$ cat config.mk
export PLATFORM = sky130hd
export DESIGN_NAME = bsl_top
export DESIGN_NICKNAME = d
export VERILOG_FILES = /design/src/include/bsl_pkg.sv /design/src/hw/bsl_top.sv /design/src/hw/bsl_timer.sv /design/src/hw/bsl_ahb_slave.sv
export VERILOG_INCLUDE_DIRS = /design/src /design/src/include
export SDC_FILE = /design/constraint.sdc
export NUM_CORES = 1
export LEC_CHECK = 0
export CORE_UTILIZATION = 40
export CTS_CLUSTER_DIAMETER = 150
export CTS_CLUSTER_SIZE = 20
export DETAILED_ROUTE_END_ITERATION = 10
export DONT_BUFFER_PORTS = 1
export SETUP_SLACK_MARGIN = 0.4
export SLEW_MARGIN = 40
export SYNTH_ARGS = -nofsm -noshare
export SYNTH_HDL_FRONTEND = slang
export SYNTH_SLANG_ARGS = --single-unit
export TNS_END_PERCENT = 30
$ cat constraint.sdc
create_clock -name I_CLK -period 2.5 [get_ports I_CLK]
set_clock_uncertainty 0.15 [all_clocks]
set_input_delay 0.125 -clock I_CLK [delete_from_list [all_inputs] [get_ports I_CLK]]
set_output_delay 0.125 -clock I_CLK [all_outputs]
set_load 0.02 [all_outputs]
$ cat src/include/bsl_defines.svh
// Constants for the boot strap latch and enable block
// Functional notes
// - Both strap pin levels are captured on power-on, RTC watchdog and brownout resets.
// - Captured strap bits stay fixed until the next reset or power-down, whatever the pins do later.
// - The boot strap pin has a weak pull-up by default, so a floating pin latches as 1.
// - Boot strap 1 selects flash boot; boot strap 0 with print strap 1 selects image-load boot.
// - Print policy 0 always prints, 1 prints on print strap 0, 2 on print strap 1, 3 never.
// - After reset both strap pins return to ordinary pin use while the latched bits stay in force.
// - Both latched strap bits are readable by software in one register field.
// - Power-on control high lets the chip run; low holds it off.
`ifndef BSL_DEFINES_SVH
`define BSL_DEFINES_SVH

// Register byte offsets
`define BSL_ADDR_W 8
`define BSL_OFF_STRAP 8'h00
`define BSL_OFF_POLICY 8'h04
`define BSL_OFF_STATUS 8'h08
`define BSL_OFF_GPIO_CTRL 8'h0C
`define BSL_OFF_PIN_IN 8'h10

// Field positions
`define BSL_STRAP_PRINT_BIT 0
`define BSL_STRAP_BOOT_BIT 1
`define BSL_GPIO_PRINT_OUT_BIT 0
`define BSL_GPIO_BOOT_OUT_BIT 1
`define BSL_GPIO_PRINT_OE_BIT 2
`define BSL_GPIO_BOOT_OE_BIT 3
`define BSL_GPIO_PULLUP_DIS_BIT 4
`define BSL_GPIO_W 5
`define BSL_STAT_PRINT_EN_BIT 2
`define BSL_STAT_VALID_BIT 5

// Multi-bit field ranges
`define BSL_POL_LATCH_MSB 1
`define BSL_POL_LATCH_LSB 0
`define BSL_POL_LIVE_MSB 3
`define BSL_POL_LIVE_LSB 2
`define BSL_STAT_MODE_MSB 1
`define BSL_STAT_MODE_LSB 0
`define BSL_STAT_STATE_MSB 4
`define BSL_STAT_STATE_LSB 3

// Reset values
`define BSL_GPIO_RST 5'h00
`define BSL_STRAP_RST 1'b0
`define BSL_FUSE_RST 2'h0
`define BSL_RDATA_RST 32'h0000_0000

// Fuse policy codes
`define BSL_POL_ALWAYS 2'h0
`define BSL_POL_ON_LOW 2'h1
`define BSL_POL_ON_HIGH 2'h2
`define BSL_POL_NEVER 2'h3

// AHB encodings
`define BSL_HSIZE_WORD 3'h2
`define BSL_HRESP_OKAY 1'b0

// Timing: strap hold window after power-on control rises
`define BSL_CLK_KHZ 50000
`define BSL_HOLD_TIME_MS 3
`define BSL_HOLD_CYC (`BSL_HOLD_TIME_MS * `BSL_CLK_KHZ)
`define BSL_TMR_W 18

`endif

$ cat src/include/bsl_pkg.sv
// Types for the boot strap latch and enable block
package bsl_pkg;

  // Power and reset sequence states
  typedef enum logic [1:0] {
    BSL_OFF  = 2'b00,
    BSL_HOLD = 2'b01,
    BSL_RUN  = 2'b10
  } bsl_state_e;

  // Decoded boot modes
  typedef enum logic [1:0] {
    BSL_BOOT_NONE    = 2'b00,
    BSL_BOOT_FLASH   = 2'b01,
    BSL_BOOT_LOAD    = 2'b10,
    BSL_BOOT_INVALID = 2'b11
  } bsl_boot_e;

endpackage : bsl_pkg

$ cat src/hw/bsl_top.sv
// Boot strap latch, boot mode decode and power-on control sequencing
`timescale 1ns/1ps
`include "bsl_defines.svh"
module bsl_top #(
  parameter int unsigned HOLD_CYCLES = `BSL_HOLD_CYC,
  parameter int unsigned TMR_W = `BSL_TMR_W
) (
  input wire logic I_CLK,
  input wire logic I_RST,
  // Power-on control pin, high runs the chip
  input wire logic I_CHIP_EN,
  // Reset causes that recapture the straps
  input wire logic I_WDT_RST,
  input wire logic I_BROWNOUT_RST,
  // Print message policy from fuses
  input wire logic [1:0] I_FUSE_POLICY,
  // Print strap pin
  input wire logic I_PRINT_STRAP_PIN_IN,
  output logic O_PRINT_STRAP_PIN_OUT,
  output logic O_PRINT_STRAP_PIN_OE_N,
  // Boot strap pin
  input wire logic I_BOOT_STRAP_PIN_IN,
  input wire logic I_BOOT_STRAP_PIN_FLOAT,
  output logic O_BOOT_STRAP_PIN_OUT,
  output logic O_BOOT_STRAP_PIN_OE_N,
  output logic O_BOOT_STRAP_PULLUP_EN,
  // Decoded results
  output logic O_CHIP_RUN,
  output logic O_STRAP_VALID,
  output logic [1:0] O_BOOT_MODE,
  output logic O_PRINT_EN,
  // AHB-Lite slave
  input wire logic I_HSEL,
  input wire logic [31:0] I_HADDR,
  input wire logic [1:0] I_HTRANS,
  input wire logic I_HWRITE,
  input wire logic [2:0] I_HSIZE,
  input wire logic [31:0] I_HWDATA,
  input wire logic I_HREADY,
  output logic O_HREADYOUT,
  output logic O_HRESP,
  output logic [31:0] O_HRDATA
);

  bsl_pkg::bsl_state_e state_q;
  bsl_pkg::bsl_state_e state_d;
  bsl_pkg::bsl_boot_e boot_mode;
  logic reset_req;
  logic capture;
  logic hold_done;
  logic running;
  logic print_en;
  logic print_strap_q;
  logic boot_strap_q;
  logic [1:0] fuse_q;
  logic valid_q;
  logic boot_sample;
  logic boot_capture;
  logic print_on;
  logic [TMR_W-1:0] hold_load;
  logic [`BSL_GPIO_W-1:0] gpio_q;
  logic print_out_q;
  logic print_oe_n_q;
  logic boot_out_q;
  logic boot_oe_n_q;
  logic pullup_en_q;
  logic rd_en;
  logic [`BSL_ADDR_W-1:0] rd_addr;
  logic [31:0] rd_data;
  logic wr_en;
  logic [`BSL_ADDR_W-1:0] wr_addr;
  logic [31:0] wr_data;

  // Register bus front end
  bsl_ahb_slave #(
    .ADDR_W(`BSL_ADDR_W)
  ) u_ahb (
    .i_clk(I_CLK),
    .i_rst(I_RST),
    .i_hsel(I_HSEL),
    .i_haddr(I_HADDR),
    .i_htrans(I_HTRANS),
    .i_hwrite(I_HWRITE),
    .i_hsize(I_HSIZE),
    .i_hwdata(I_HWDATA),
    .i_hready(I_HREADY),
    .o_hreadyout(O_HREADYOUT),
    .o_hresp(O_HRESP),
    .o_hrdata(O_HRDATA),
    .o_rd_en(rd_en),
    .o_rd_addr(rd_addr),
    .i_rd_data(rd_data),
    .o_wr_en(wr_en),
    .o_wr_addr(wr_addr),
    .o_wr_data(wr_data)
  );

  // Window length cut to the timer width
  assign hold_load = TMR_W'(HOLD_CYCLES);

  // Hold window timer after each capture
  bsl_timer #(
    .CNT_W(TMR_W)
  ) u_hold (
    .i_clk(I_CLK),
    .i_rst(I_RST),
    .i_start(capture),
    .i_load(hold_load),
    .o_done(hold_done)
  );

  // Reset causes, whether or not the chip is enabled
  assign reset_req = I_WDT_RST || I_BROWNOUT_RST;

  // Capture on power-on, watchdog or brownout reset
  always_comb begin
    capture = 1'b0;
    if (I_CHIP_EN) begin
      if (state_q == bsl_pkg::BSL_OFF) begin
        capture = 1'b1;
      end else if (reset_req) begin
        capture = 1'b1;
      end
    end
  end

  // Next state of the power sequence
  always_comb begin
    state_d = state_q;
    case (state_q)
      bsl_pkg::BSL_OFF: begin
        if (I_CHIP_EN) begin
          state_d = bsl_pkg::BSL_HOLD;
        end
      end
      bsl_pkg::BSL_HOLD: begin
        if (!I_CHIP_EN) begin
          state_d = bsl_pkg::BSL_OFF;
        end else if (hold_done && !reset_req) begin
          state_d = bsl_pkg::BSL_RUN;
        end
      end
      bsl_pkg::BSL_RUN: begin
        if (!I_CHIP_EN) begin
          state_d = bsl_pkg::BSL_OFF;
        end else if (reset_req) begin
          state_d = bsl_pkg::BSL_HOLD;
        end
      end
      default: begin
        state_d = bsl_pkg::BSL_OFF;
      end
    endcase
  end

  // State register
  always_ff @(posedge I_CLK) begin
    if (I_RST) begin
      state_q <= bsl_pkg::BSL_OFF;
    end else begin
      state_q <= state_d;
    end
  end

  // Chip runs only with enable high and the hold window over
  assign running = (state_q == bsl_pkg::BSL_RUN);
  assign O_CHIP_RUN = running;

  // Floating boot strap reads high through the pull-up
  assign boot_sample = I_BOOT_STRAP_PIN_IN || (I_BOOT_STRAP_PIN_FLOAT && pullup_en_q);

  // Pull-up counts as on at every capture, a reset restores its default
  assign boot_capture = I_BOOT_STRAP_PIN_IN || I_BOOT_STRAP_PIN_FLOAT;

  // Strap latches, loaded only on a capture
  always_ff @(posedge I_CLK) begin
    if (I_RST) begin
      print_strap_q <= `BSL_STRAP_RST;
      boot_strap_q <= `BSL_STRAP_RST;
      fuse_q <= `BSL_FUSE_RST;
    end else if (capture) begin
      print_strap_q <= I_PRINT_STRAP_PIN_IN;
      boot_strap_q <= boot_capture;
      fuse_q <= I_FUSE_POLICY;
    end
  end

  // Latched bits valid from capture until shutdown
  always_ff @(posedge I_CLK) begin
    if (I_RST) begin
      valid_q <= 1'b0;
    end else if (!I_CHIP_EN) begin
      valid_q <= 1'b0;
    end else if (capture) begin
      valid_q <= 1'b1;
    end
  end

  // Boot mode from the held strap bits
  always_comb begin
    if (!valid_q) begin
      boot_mode = bsl_pkg::BSL_BOOT_NONE;
    end else if (boot_strap_q) begin
      boot_mode = bsl_pkg::BSL_BOOT_FLASH;
    end else if (print_strap_q) begin
      boot_mode = bsl_pkg::BSL_BOOT_LOAD;
    end else begin
      boot_mode = bsl_pkg::BSL_BOOT_INVALID;
    end
  end

  // Print enable from the latched policy and print strap
  always_comb begin
    case (fuse_q)
      `BSL_POL_ALWAYS: print_en = 1'b1;
      `BSL_POL_ON_LOW: print_en = !print_strap_q;
      `BSL_POL_ON_HIGH: print_en = print_strap_q;
      default: print_en = 1'b0;
    endcase
  end

  // Decoded results gated by the valid flag
  assign print_on = valid_q && print_en;
  assign O_BOOT_MODE = boot_mode;
  assign O_PRINT_EN = print_on;
  assign O_STRAP_VALID = valid_q;

  // Pin control register written by software
  always_ff @(posedge I_CLK) begin
    if (I_RST) begin
      gpio_q <= `BSL_GPIO_RST;
    end else if (wr_en && (wr_addr == `BSL_OFF_GPIO_CTRL)) begin
      gpio_q <= wr_data[`BSL_GPIO_W-1:0];
    end
  end

  // Print strap pin released to normal use only while running
  always_ff @(posedge I_CLK) begin
    if (I_RST) begin
      print_out_q <= 1'b0;
      print_oe_n_q <= 1'b1;
    end else if (running) begin
      print_out_q <= gpio_q[`BSL_GPIO_PRINT_OUT_BIT];
      print_oe_n_q <= !gpio_q[`BSL_GPIO_PRINT_OE_BIT];
    end else begin
      print_out_q <= 1'b0;
      print_oe_n_q <= 1'b1;
    end
  end

  // Boot strap pin released to normal use only while running
  always_ff @(posedge I_CLK) begin
    if (I_RST) begin
      boot_out_q <= 1'b0;
      boot_oe_n_q <= 1'b1;
    end else if (running) begin
      boot_out_q <= gpio_q[`BSL_GPIO_BOOT_OUT_BIT];
      boot_oe_n_q <= !gpio_q[`BSL_GPIO_BOOT_OE_BIT];
    end else begin
      boot_out_q <= 1'b0;
      boot_oe_n_q <= 1'b1;
    end
  end

  // Pull-up forced on outside run and on a reset request, software may drop it in run
  always_ff @(posedge I_CLK) begin
    if (I_RST) begin
      pullup_en_q <= 1'b1;
    end else if (running && !reset_req) begin
      pullup_en_q <= !gpio_q[`BSL_GPIO_PULLUP_DIS_BIT];
    end else begin
      pullup_en_q <= 1'b1;
    end
  end

  // Pin controls toward the pads
  assign O_PRINT_STRAP_PIN_OUT = print_out_q;
  assign O_PRINT_STRAP_PIN_OE_N = print_oe_n_q;
  assign O_BOOT_STRAP_PIN_OUT = boot_out_q;
  assign O_BOOT_STRAP_PIN_OE_N = boot_oe_n_q;
  assign O_BOOT_STRAP_PULLUP_EN = pullup_en_q;

  // Read decode, unmapped reads return zero
  always_comb begin
    rd_data = `BSL_RDATA_RST;
    if (!rd_en) begin
      rd_data = `BSL_RDATA_RST;
    end else if (rd_addr == `BSL_OFF_STRAP) begin
      rd_data[`BSL_STRAP_PRINT_BIT] = print_strap_q;
      rd_data[`BSL_STRAP_BOOT_BIT] = boot_strap_q;
    end else if (rd_addr == `BSL_OFF_POLICY) begin
      rd_data[`BSL_POL_LATCH_MSB:`BSL_POL_LATCH_LSB] = fuse_q;
      rd_data[`BSL_POL_LIVE_MSB:`BSL_POL_LIVE_LSB] = I_FUSE_POLICY;
    end else if (rd_addr == `BSL_OFF_STATUS) begin
      rd_data[`BSL_STAT_MODE_MSB:`BSL_STAT_MODE_LSB] = boot_mode;
      rd_data[`BSL_STAT_PRINT_EN_BIT] = print_on;
      rd_data[`BSL_STAT_STATE_MSB:`BSL_STAT_STATE_LSB] = state_q;
      rd_data[`BSL_STAT_VALID_BIT] = valid_q;
    end else if (rd_addr == `BSL_OFF_GPIO_CTRL) begin
      rd_data[`BSL_GPIO_W-1:0] = gpio_q;
    end else if (rd_addr == `BSL_OFF_PIN_IN) begin
      rd_data[`BSL_STRAP_PRINT_BIT] = I_PRINT_STRAP_PIN_IN;
      rd_data[`BSL_STRAP_BOOT_BIT] = boot_sample;
    end else begin
      rd_data = `BSL_RDATA_RST;
    end
  end

endmodule : bsl_top

$ cat src/hw/bsl_timer.sv
// Down counter timing the strap hold window
`timescale 1ns/1ps
module bsl_timer #(
  parameter int unsigned CNT_W = 18
) (
  input wire logic i_clk,
  input wire logic i_rst,
  input wire logic i_start,
  input wire logic [CNT_W-1:0] i_load,
  output logic o_done
);

  logic [CNT_W-1:0] cnt_q;

  // Load on start, then count down to zero
  always_ff @(posedge i_clk) begin
    if (i_rst) begin
      cnt_q <= '0;
    end else if (i_start) begin
      cnt_q <= i_load;
    end else if (cnt_q != '0) begin
      cnt_q <= cnt_q - CNT_W'(1);
    end
  end

  // Last cycle of the window
  assign o_done = !i_start && (cnt_q == CNT_W'(1));

endmodule : bsl_timer

$ cat src/hw/bsl_ahb_slave.sv
// AHB-Lite slave front end with zero wait states
`timescale 1ns/1ps
`include "bsl_defines.svh"
module bsl_ahb_slave #(
  parameter int unsigned ADDR_W = 8
) (
  input wire logic i_clk,
  input wire logic i_rst,
  input wire logic i_hsel,
  input wire logic [31:0] i_haddr,
  input wire logic [1:0] i_htrans,
  input wire logic i_hwrite,
  input wire logic [2:0] i_hsize,
  input wire logic [31:0] i_hwdata,
  input wire logic i_hready,
  output logic o_hreadyout,
  output logic o_hresp,
  output logic [31:0] o_hrdata,
  output logic o_rd_en,
  output logic [ADDR_W-1:0] o_rd_addr,
  input wire logic [31:0] i_rd_data,
  output logic o_wr_en,
  output logic [ADDR_W-1:0] o_wr_addr,
  output logic [31:0] o_wr_data
);

  logic addr_ok;
  logic wr_pend_q;
  logic [ADDR_W-1:0] wr_addr_q;
  logic [31:0] hrdata_q;

  // Valid word transfer in the address phase
  assign addr_ok = i_hsel && i_htrans[1] && i_hready && (i_hsize == `BSL_HSIZE_WORD);

  // Write address held into the data phase
  always_ff @(posedge i_clk) begin
    if (i_rst) begin
      wr_pend_q <= 1'b0;
      wr_addr_q <= '0;
    end else begin
      wr_pend_q <= addr_ok && i_hwrite;
      if (addr_ok && i_hwrite) begin
        wr_addr_q <= i_haddr[ADDR_W-1:0];
      end
    end
  end

  // Read data registered for the data phase
  always_ff @(posedge i_clk) begin
    if (i_rst) begin
      hrdata_q <= `BSL_RDATA_RST;
    end else if (o_rd_en) begin
      hrdata_q <= i_rd_data;
    end
  end

  // Strobes toward the register file
  assign o_rd_en = addr_ok && !i_hwrite;
  assign o_rd_addr = i_haddr[ADDR_W-1:0];
  assign o_wr_en = wr_pend_q;
  assign o_wr_addr = wr_addr_q;
  assign o_wr_data = i_hwdata;
  assign o_hrdata = hrdata_q;
  assign o_hreadyout = 1'b1;
  assign o_hresp = `BSL_HRESP_OKAY;

endmodule : bsl_ahb_slave

==> results.txt <==
Power density over cell area: 616 nW/um^2. The area growth from synthesis to layout is 11.5%. For the worst setup path, the data required time is 2.56 ns.

By area the synthesized netlist is led by sky130_fd_sc_hd__dfxtp_1 39%, sky130_fd_sc_hd__buf_4 8.2%, sky130_fd_sc_hd__nor2_1 5.7%. For this configuration, the core starts out at a cell density of 42.3%. Across the run, the number of max-cap violations was 0. The leakage power was 1.17 nW.

The tightest min-delay check is of the input port to register type. Global routing used 17.3% of the available tracks. The x dimension of the die came out at 82.1 um. The run gives 0 as the count of antenna-violating nets left after detailed routing.

The most used flip-flop cell after synthesis is sky130_fd_sc_hd__dfxtp_1. sky130_fd_sc_hd__dfxtp_1 takes more of the synthesized area than any other cell. The total cell area at the placement stage came out at 2500 um^2. The critical path crosses 6 cells after its start point.

In this run, synthesis produced a sequential element count of 50. The design area is 2860 um^2, and the proportion of synthesized flip-flops having asynchronous set or reset is 0%. Total power for the finished layout comes to 0.00176 W.

Setup slack on the worst reg-to-reg path comes out at 0.59 ns. The total clock buffers created by CTS is 5, and the share of final-layout standard cells stronger than drive strength 1 is 6.75%. Yosys mapped a number of flops with a built-in enable equal to 0. The tools report the final core utilization as 47.2%.

The logs give 0.31 ns for the clock latency at the later pin of the worst-skew pair and 0 ns for the accumulated negative setup slack. The logs give 0 for the number of diodes added for antenna fixing and 28 for the floorplan row count. Global routing finished with a remaining overflow of 0. The worst path uses 76.4% of the clock period. In this run the tool buffered the top-level ports with 0 buffer cells. Dividing the detail-routed wire length by the instance count gives 13.8 um.

The routability-driven placement congestion ratio was 0.782. The mapped netlist covers 2560 um^2. The signal on the critical path passes through o21ai_1, nand2_1, buf_4, nor3_1, dlygate4sd3_1, nor3_1.

Setup repair after global routing left no endpoint under its margin. The clock period minus worst slack was 1.91 ns. The flow ran to the end, and the final reports show no timing, DRC or antenna violations. The share of synthesized area occupied by flip-flops and latches is 39.0%, and the largest fanout on the critical path is 11. Entering global routing, the biggest net connects 35 pins. For this design, the slowest cell found on the critical path is sky130_fd_sc_hd__dlygate4sd3_1. Wires add up to 5330 um. The number of violations reported at the end of detailed-routing iteration 0 was 87; the number of H-tree levels was 2. The worst-case IR drop observed on VDD is 0.000354 V.

The final hold violation count is 0, and the total number of yosys warnings is 0. The logs give 48 for the unique cell type count in the Yosys netlist and 0 for the setup-violating endpoint count in the final report. The data arrival time of the worst path was 1.97 ns. The final-report max-slew violation count is 0. The filler cells instantiated in the layout total 572. The critical path contains buffers and inverters numbering 2 combined. The top cell type by area accounts for 39.0% of the synthesized area. The first global-routing pass estimated 8780 um of wire. The die covers 6730 um^2.

The worst-case headroom to the max-slew limit is 59.7%, and the via count is 2055. Clock-pin slew was measured on the worst setup and hold paths at 0.10 ns. STA classifies the critical path startpoint as a register. The wire-length estimate of the detail-placed layout is 3730 um. The number of cells on the worst reg-to-reg path was 6; the area of the multi-input gates was 1380 um^2. Classification of the worst setup path: register to register. The family of cells with the greatest summed delay on the critical path was buffers and inverters. The number of instances in the synthesized netlist is 292, and the average vias per placed instance is 5.32. The tools report the iteration count of the initial detailed-routing pass as 4.

The core box area came out at 6060 um^2. After the last flow step, the layout net total stands at 395. The tree is rooted in a sky130_fd_sc_hd__clkbuf_8. The clock passes through at most 2 buffers. Derived from the worst setup path, the maximum achievable clock frequency is 0.523 GHz. In the routed design, unresolved DRC markers number 0. The initial antenna violation count is 0, and the floorplan die height is 82.1 um.

The hold path depth is 3. TritonCTS built the clock tree. The sequential cells in the finished layout cover a total of 1000 um^2.

At the pin with the least slew margin, the transition time is 0.602 ns. The logs give 126 for the I/O pin total and 1875 for the number of global-route vias before repair. The clock net in this run drives a total of 50 sinks. STA classifies the critical path endpoint as a register. Library cell appearing most often on the critical path: sky130_fd_sc_hd__nor3_1.

In this design, the stage delay of the slowest critical-path cell is 0.57 ns. After synthesis, the mean cell area works out to 8.78 um^2.
## placed cells by master, fill, tap and decap left out, types with 4 or more instances in the layout
cell / instances
sky130_fd_sc_hd__dfxtp_1: 50
sky130_fd_sc_hd__nor2_1: 39
sky130_fd_sc_hd__conb_1: 28
sky130_fd_sc_hd__dlygate4sd3_1: 22
sky130_fd_sc_hd__nand2_1: 20
sky130_fd_sc_hd__a21oi_1: 16
sky130_fd_sc_hd__mux2i_1: 13
sky130_fd_sc_hd__nor3_1: 13
sky130_fd_sc_hd__xnor2_1: 8
sky130_fd_sc_hd__xor2_1: 6
sky130_fd_sc_hd__inv_1: 5
sky130_fd_sc_hd__nor2b_1: 5
sky130_fd_sc_hd__and2_1: 5
sky130_fd_sc_hd__nand3_1: 5
sky130_fd_sc_hd__clkbuf_8: 5
sky130_fd_sc_hd__nand2b_1: 4
sky130_fd_sc_hd__nor4_1: 4
sky130_fd_sc_hd__o21ai_0: 4
## layout make-up
type | count | share of cell area (%)
repair buffers | 24 | 8.67
flip-flops and latches | 50 | 35.0
multi-input cells | 224 | 48.4
clock buffers | 5 | 2.41
inverters | 5 | 0.657
clock inverters | 3 | 1.58
well taps | 75 | 3.28
## layer usage
layer	up-vias	part of all wire, %	track usage [%]
met4	0	1.8	5.96
met5	-	0	0
met2	80	44	28.2
li1	1011	-	-
met1	953	46	21.2
met3	11	7.4	5.89
## flip-flops by register name (all words and copies together) (netlist names), 2 cells and up
signal	flops
u_ahb.o_hrdata	6
gpio_q	5
u_hold.cnt_q	18
fuse_q	2
u_ahb.o_wr_addr	8
state_q	2
## worst reg2reg max path: cells and delay by family (launching register included)
| kind | cells | cell delay, ns |
|---|---|---|
| DFF | 1 | 0.37 |
| and+or+nand+nor | 3 | 0.28 |
| AOI/OAI and AO/OA | 1 | 0.27 |
| buffers and inverters | 2 | 0.76 |
## kinds of logic after synthesis
| group | synth area share, % |
|---|---|
| adders and majority gates | 1.46 |
| AOI/OAI and AO/OA | 13.5 |
| DFF | 39.0 |
| muxes | 6.39 |
| buffers and inverters | 10.8 |
| and+or+nand+nor | 23.7 |
| other | 0.293 |
| xor gates and xnor gates | 4.78 |
## stage by stage
step                      worst slack, ns  hold WS [ns]  std cells
final                               0.589        0.0154        386
after CTS                           0.458       0.00395        386
after global placement              0.602        0.0492        355
after detailed placement            0.601        0.0519        355
after global routing                0.406        0.0260        386
after floorplan                     0.738         0.103        318
## timing repair
action / in CTS / in global routing
hold endpoints to repair: 38 / 0
endpoints found under the setup margin: 0 / 1
setup buffers: 0 / 0
hold buffers: 23 / 0
resized for setup: 0 / 1
## worst paths after layout
check	from	to
worst min-delay path	I_CHIP_EN	fuse_q[0]
worst max-delay path	state_q[0]	boot_strap_q
worst min register to register	gpio_q[3]	O_BOOT_STRAP_PIN_OE_N
worst max register to register	state_q[0]	boot_strap_q
## power breakdown
part	switching [W]	internal [W]
Clock	0.000276	0.000298
Combinational	0.000182	0.000126
Sequential	0.0000478	0.000829
## synth_stat cells, types with 2 or more instances
master / n
sky130_fd_sc_hd__mux2i_1: 13
sky130_fd_sc_hd__a31oi_1: 2
sky130_fd_sc_hd__ha_1: 3
sky130_fd_sc_hd__buf_4: 28
sky130_fd_sc_hd__o211ai_1: 3
sky130_fd_sc_hd__a22o_1: 3
sky130_fd_sc_hd__a22oi_1: 3
sky130_fd_sc_hd__and3_1: 3
sky130_fd_sc_hd__nand4_1: 3
sky130_fd_sc_hd__dfxtp_1: 50
sky130_fd_sc_hd__xnor2_1: 8
sky130_fd_sc_hd__nor2b_1: 5
sky130_fd_sc_hd__o21ai_0: 5
sky130_fd_sc_hd__nor4_4: 2
sky130_fd_sc_hd__conb_1: 2
sky130_fd_sc_hd__a32oi_1: 3
sky130_fd_sc_hd__and2_1: 5
sky130_fd_sc_hd__nor2_1: 39
sky130_fd_sc_hd__nand2b_1: 4
sky130_fd_sc_hd__inv_1: 5
sky130_fd_sc_hd__nand3b_1: 3
sky130_fd_sc_hd__a211oi_1: 3
sky130_fd_sc_hd__nor4_1: 4
sky130_fd_sc_hd__nand3_1: 5
sky130_fd_sc_hd__mux2_2: 3
sky130_fd_sc_hd__o211a_1: 2
sky130_fd_sc_hd__xor2_1: 6
sky130_fd_sc_hd__a21oi_1: 16
sky130_fd_sc_hd__nor3_1: 13
sky130_fd_sc_hd__nand2_1: 20
sky130_fd_sc_hd__a2111oi_2: 2
sky130_fd_sc_hd__clkbuf_1: 10
No activity file was read; power rests on OpenSTA's default activity.
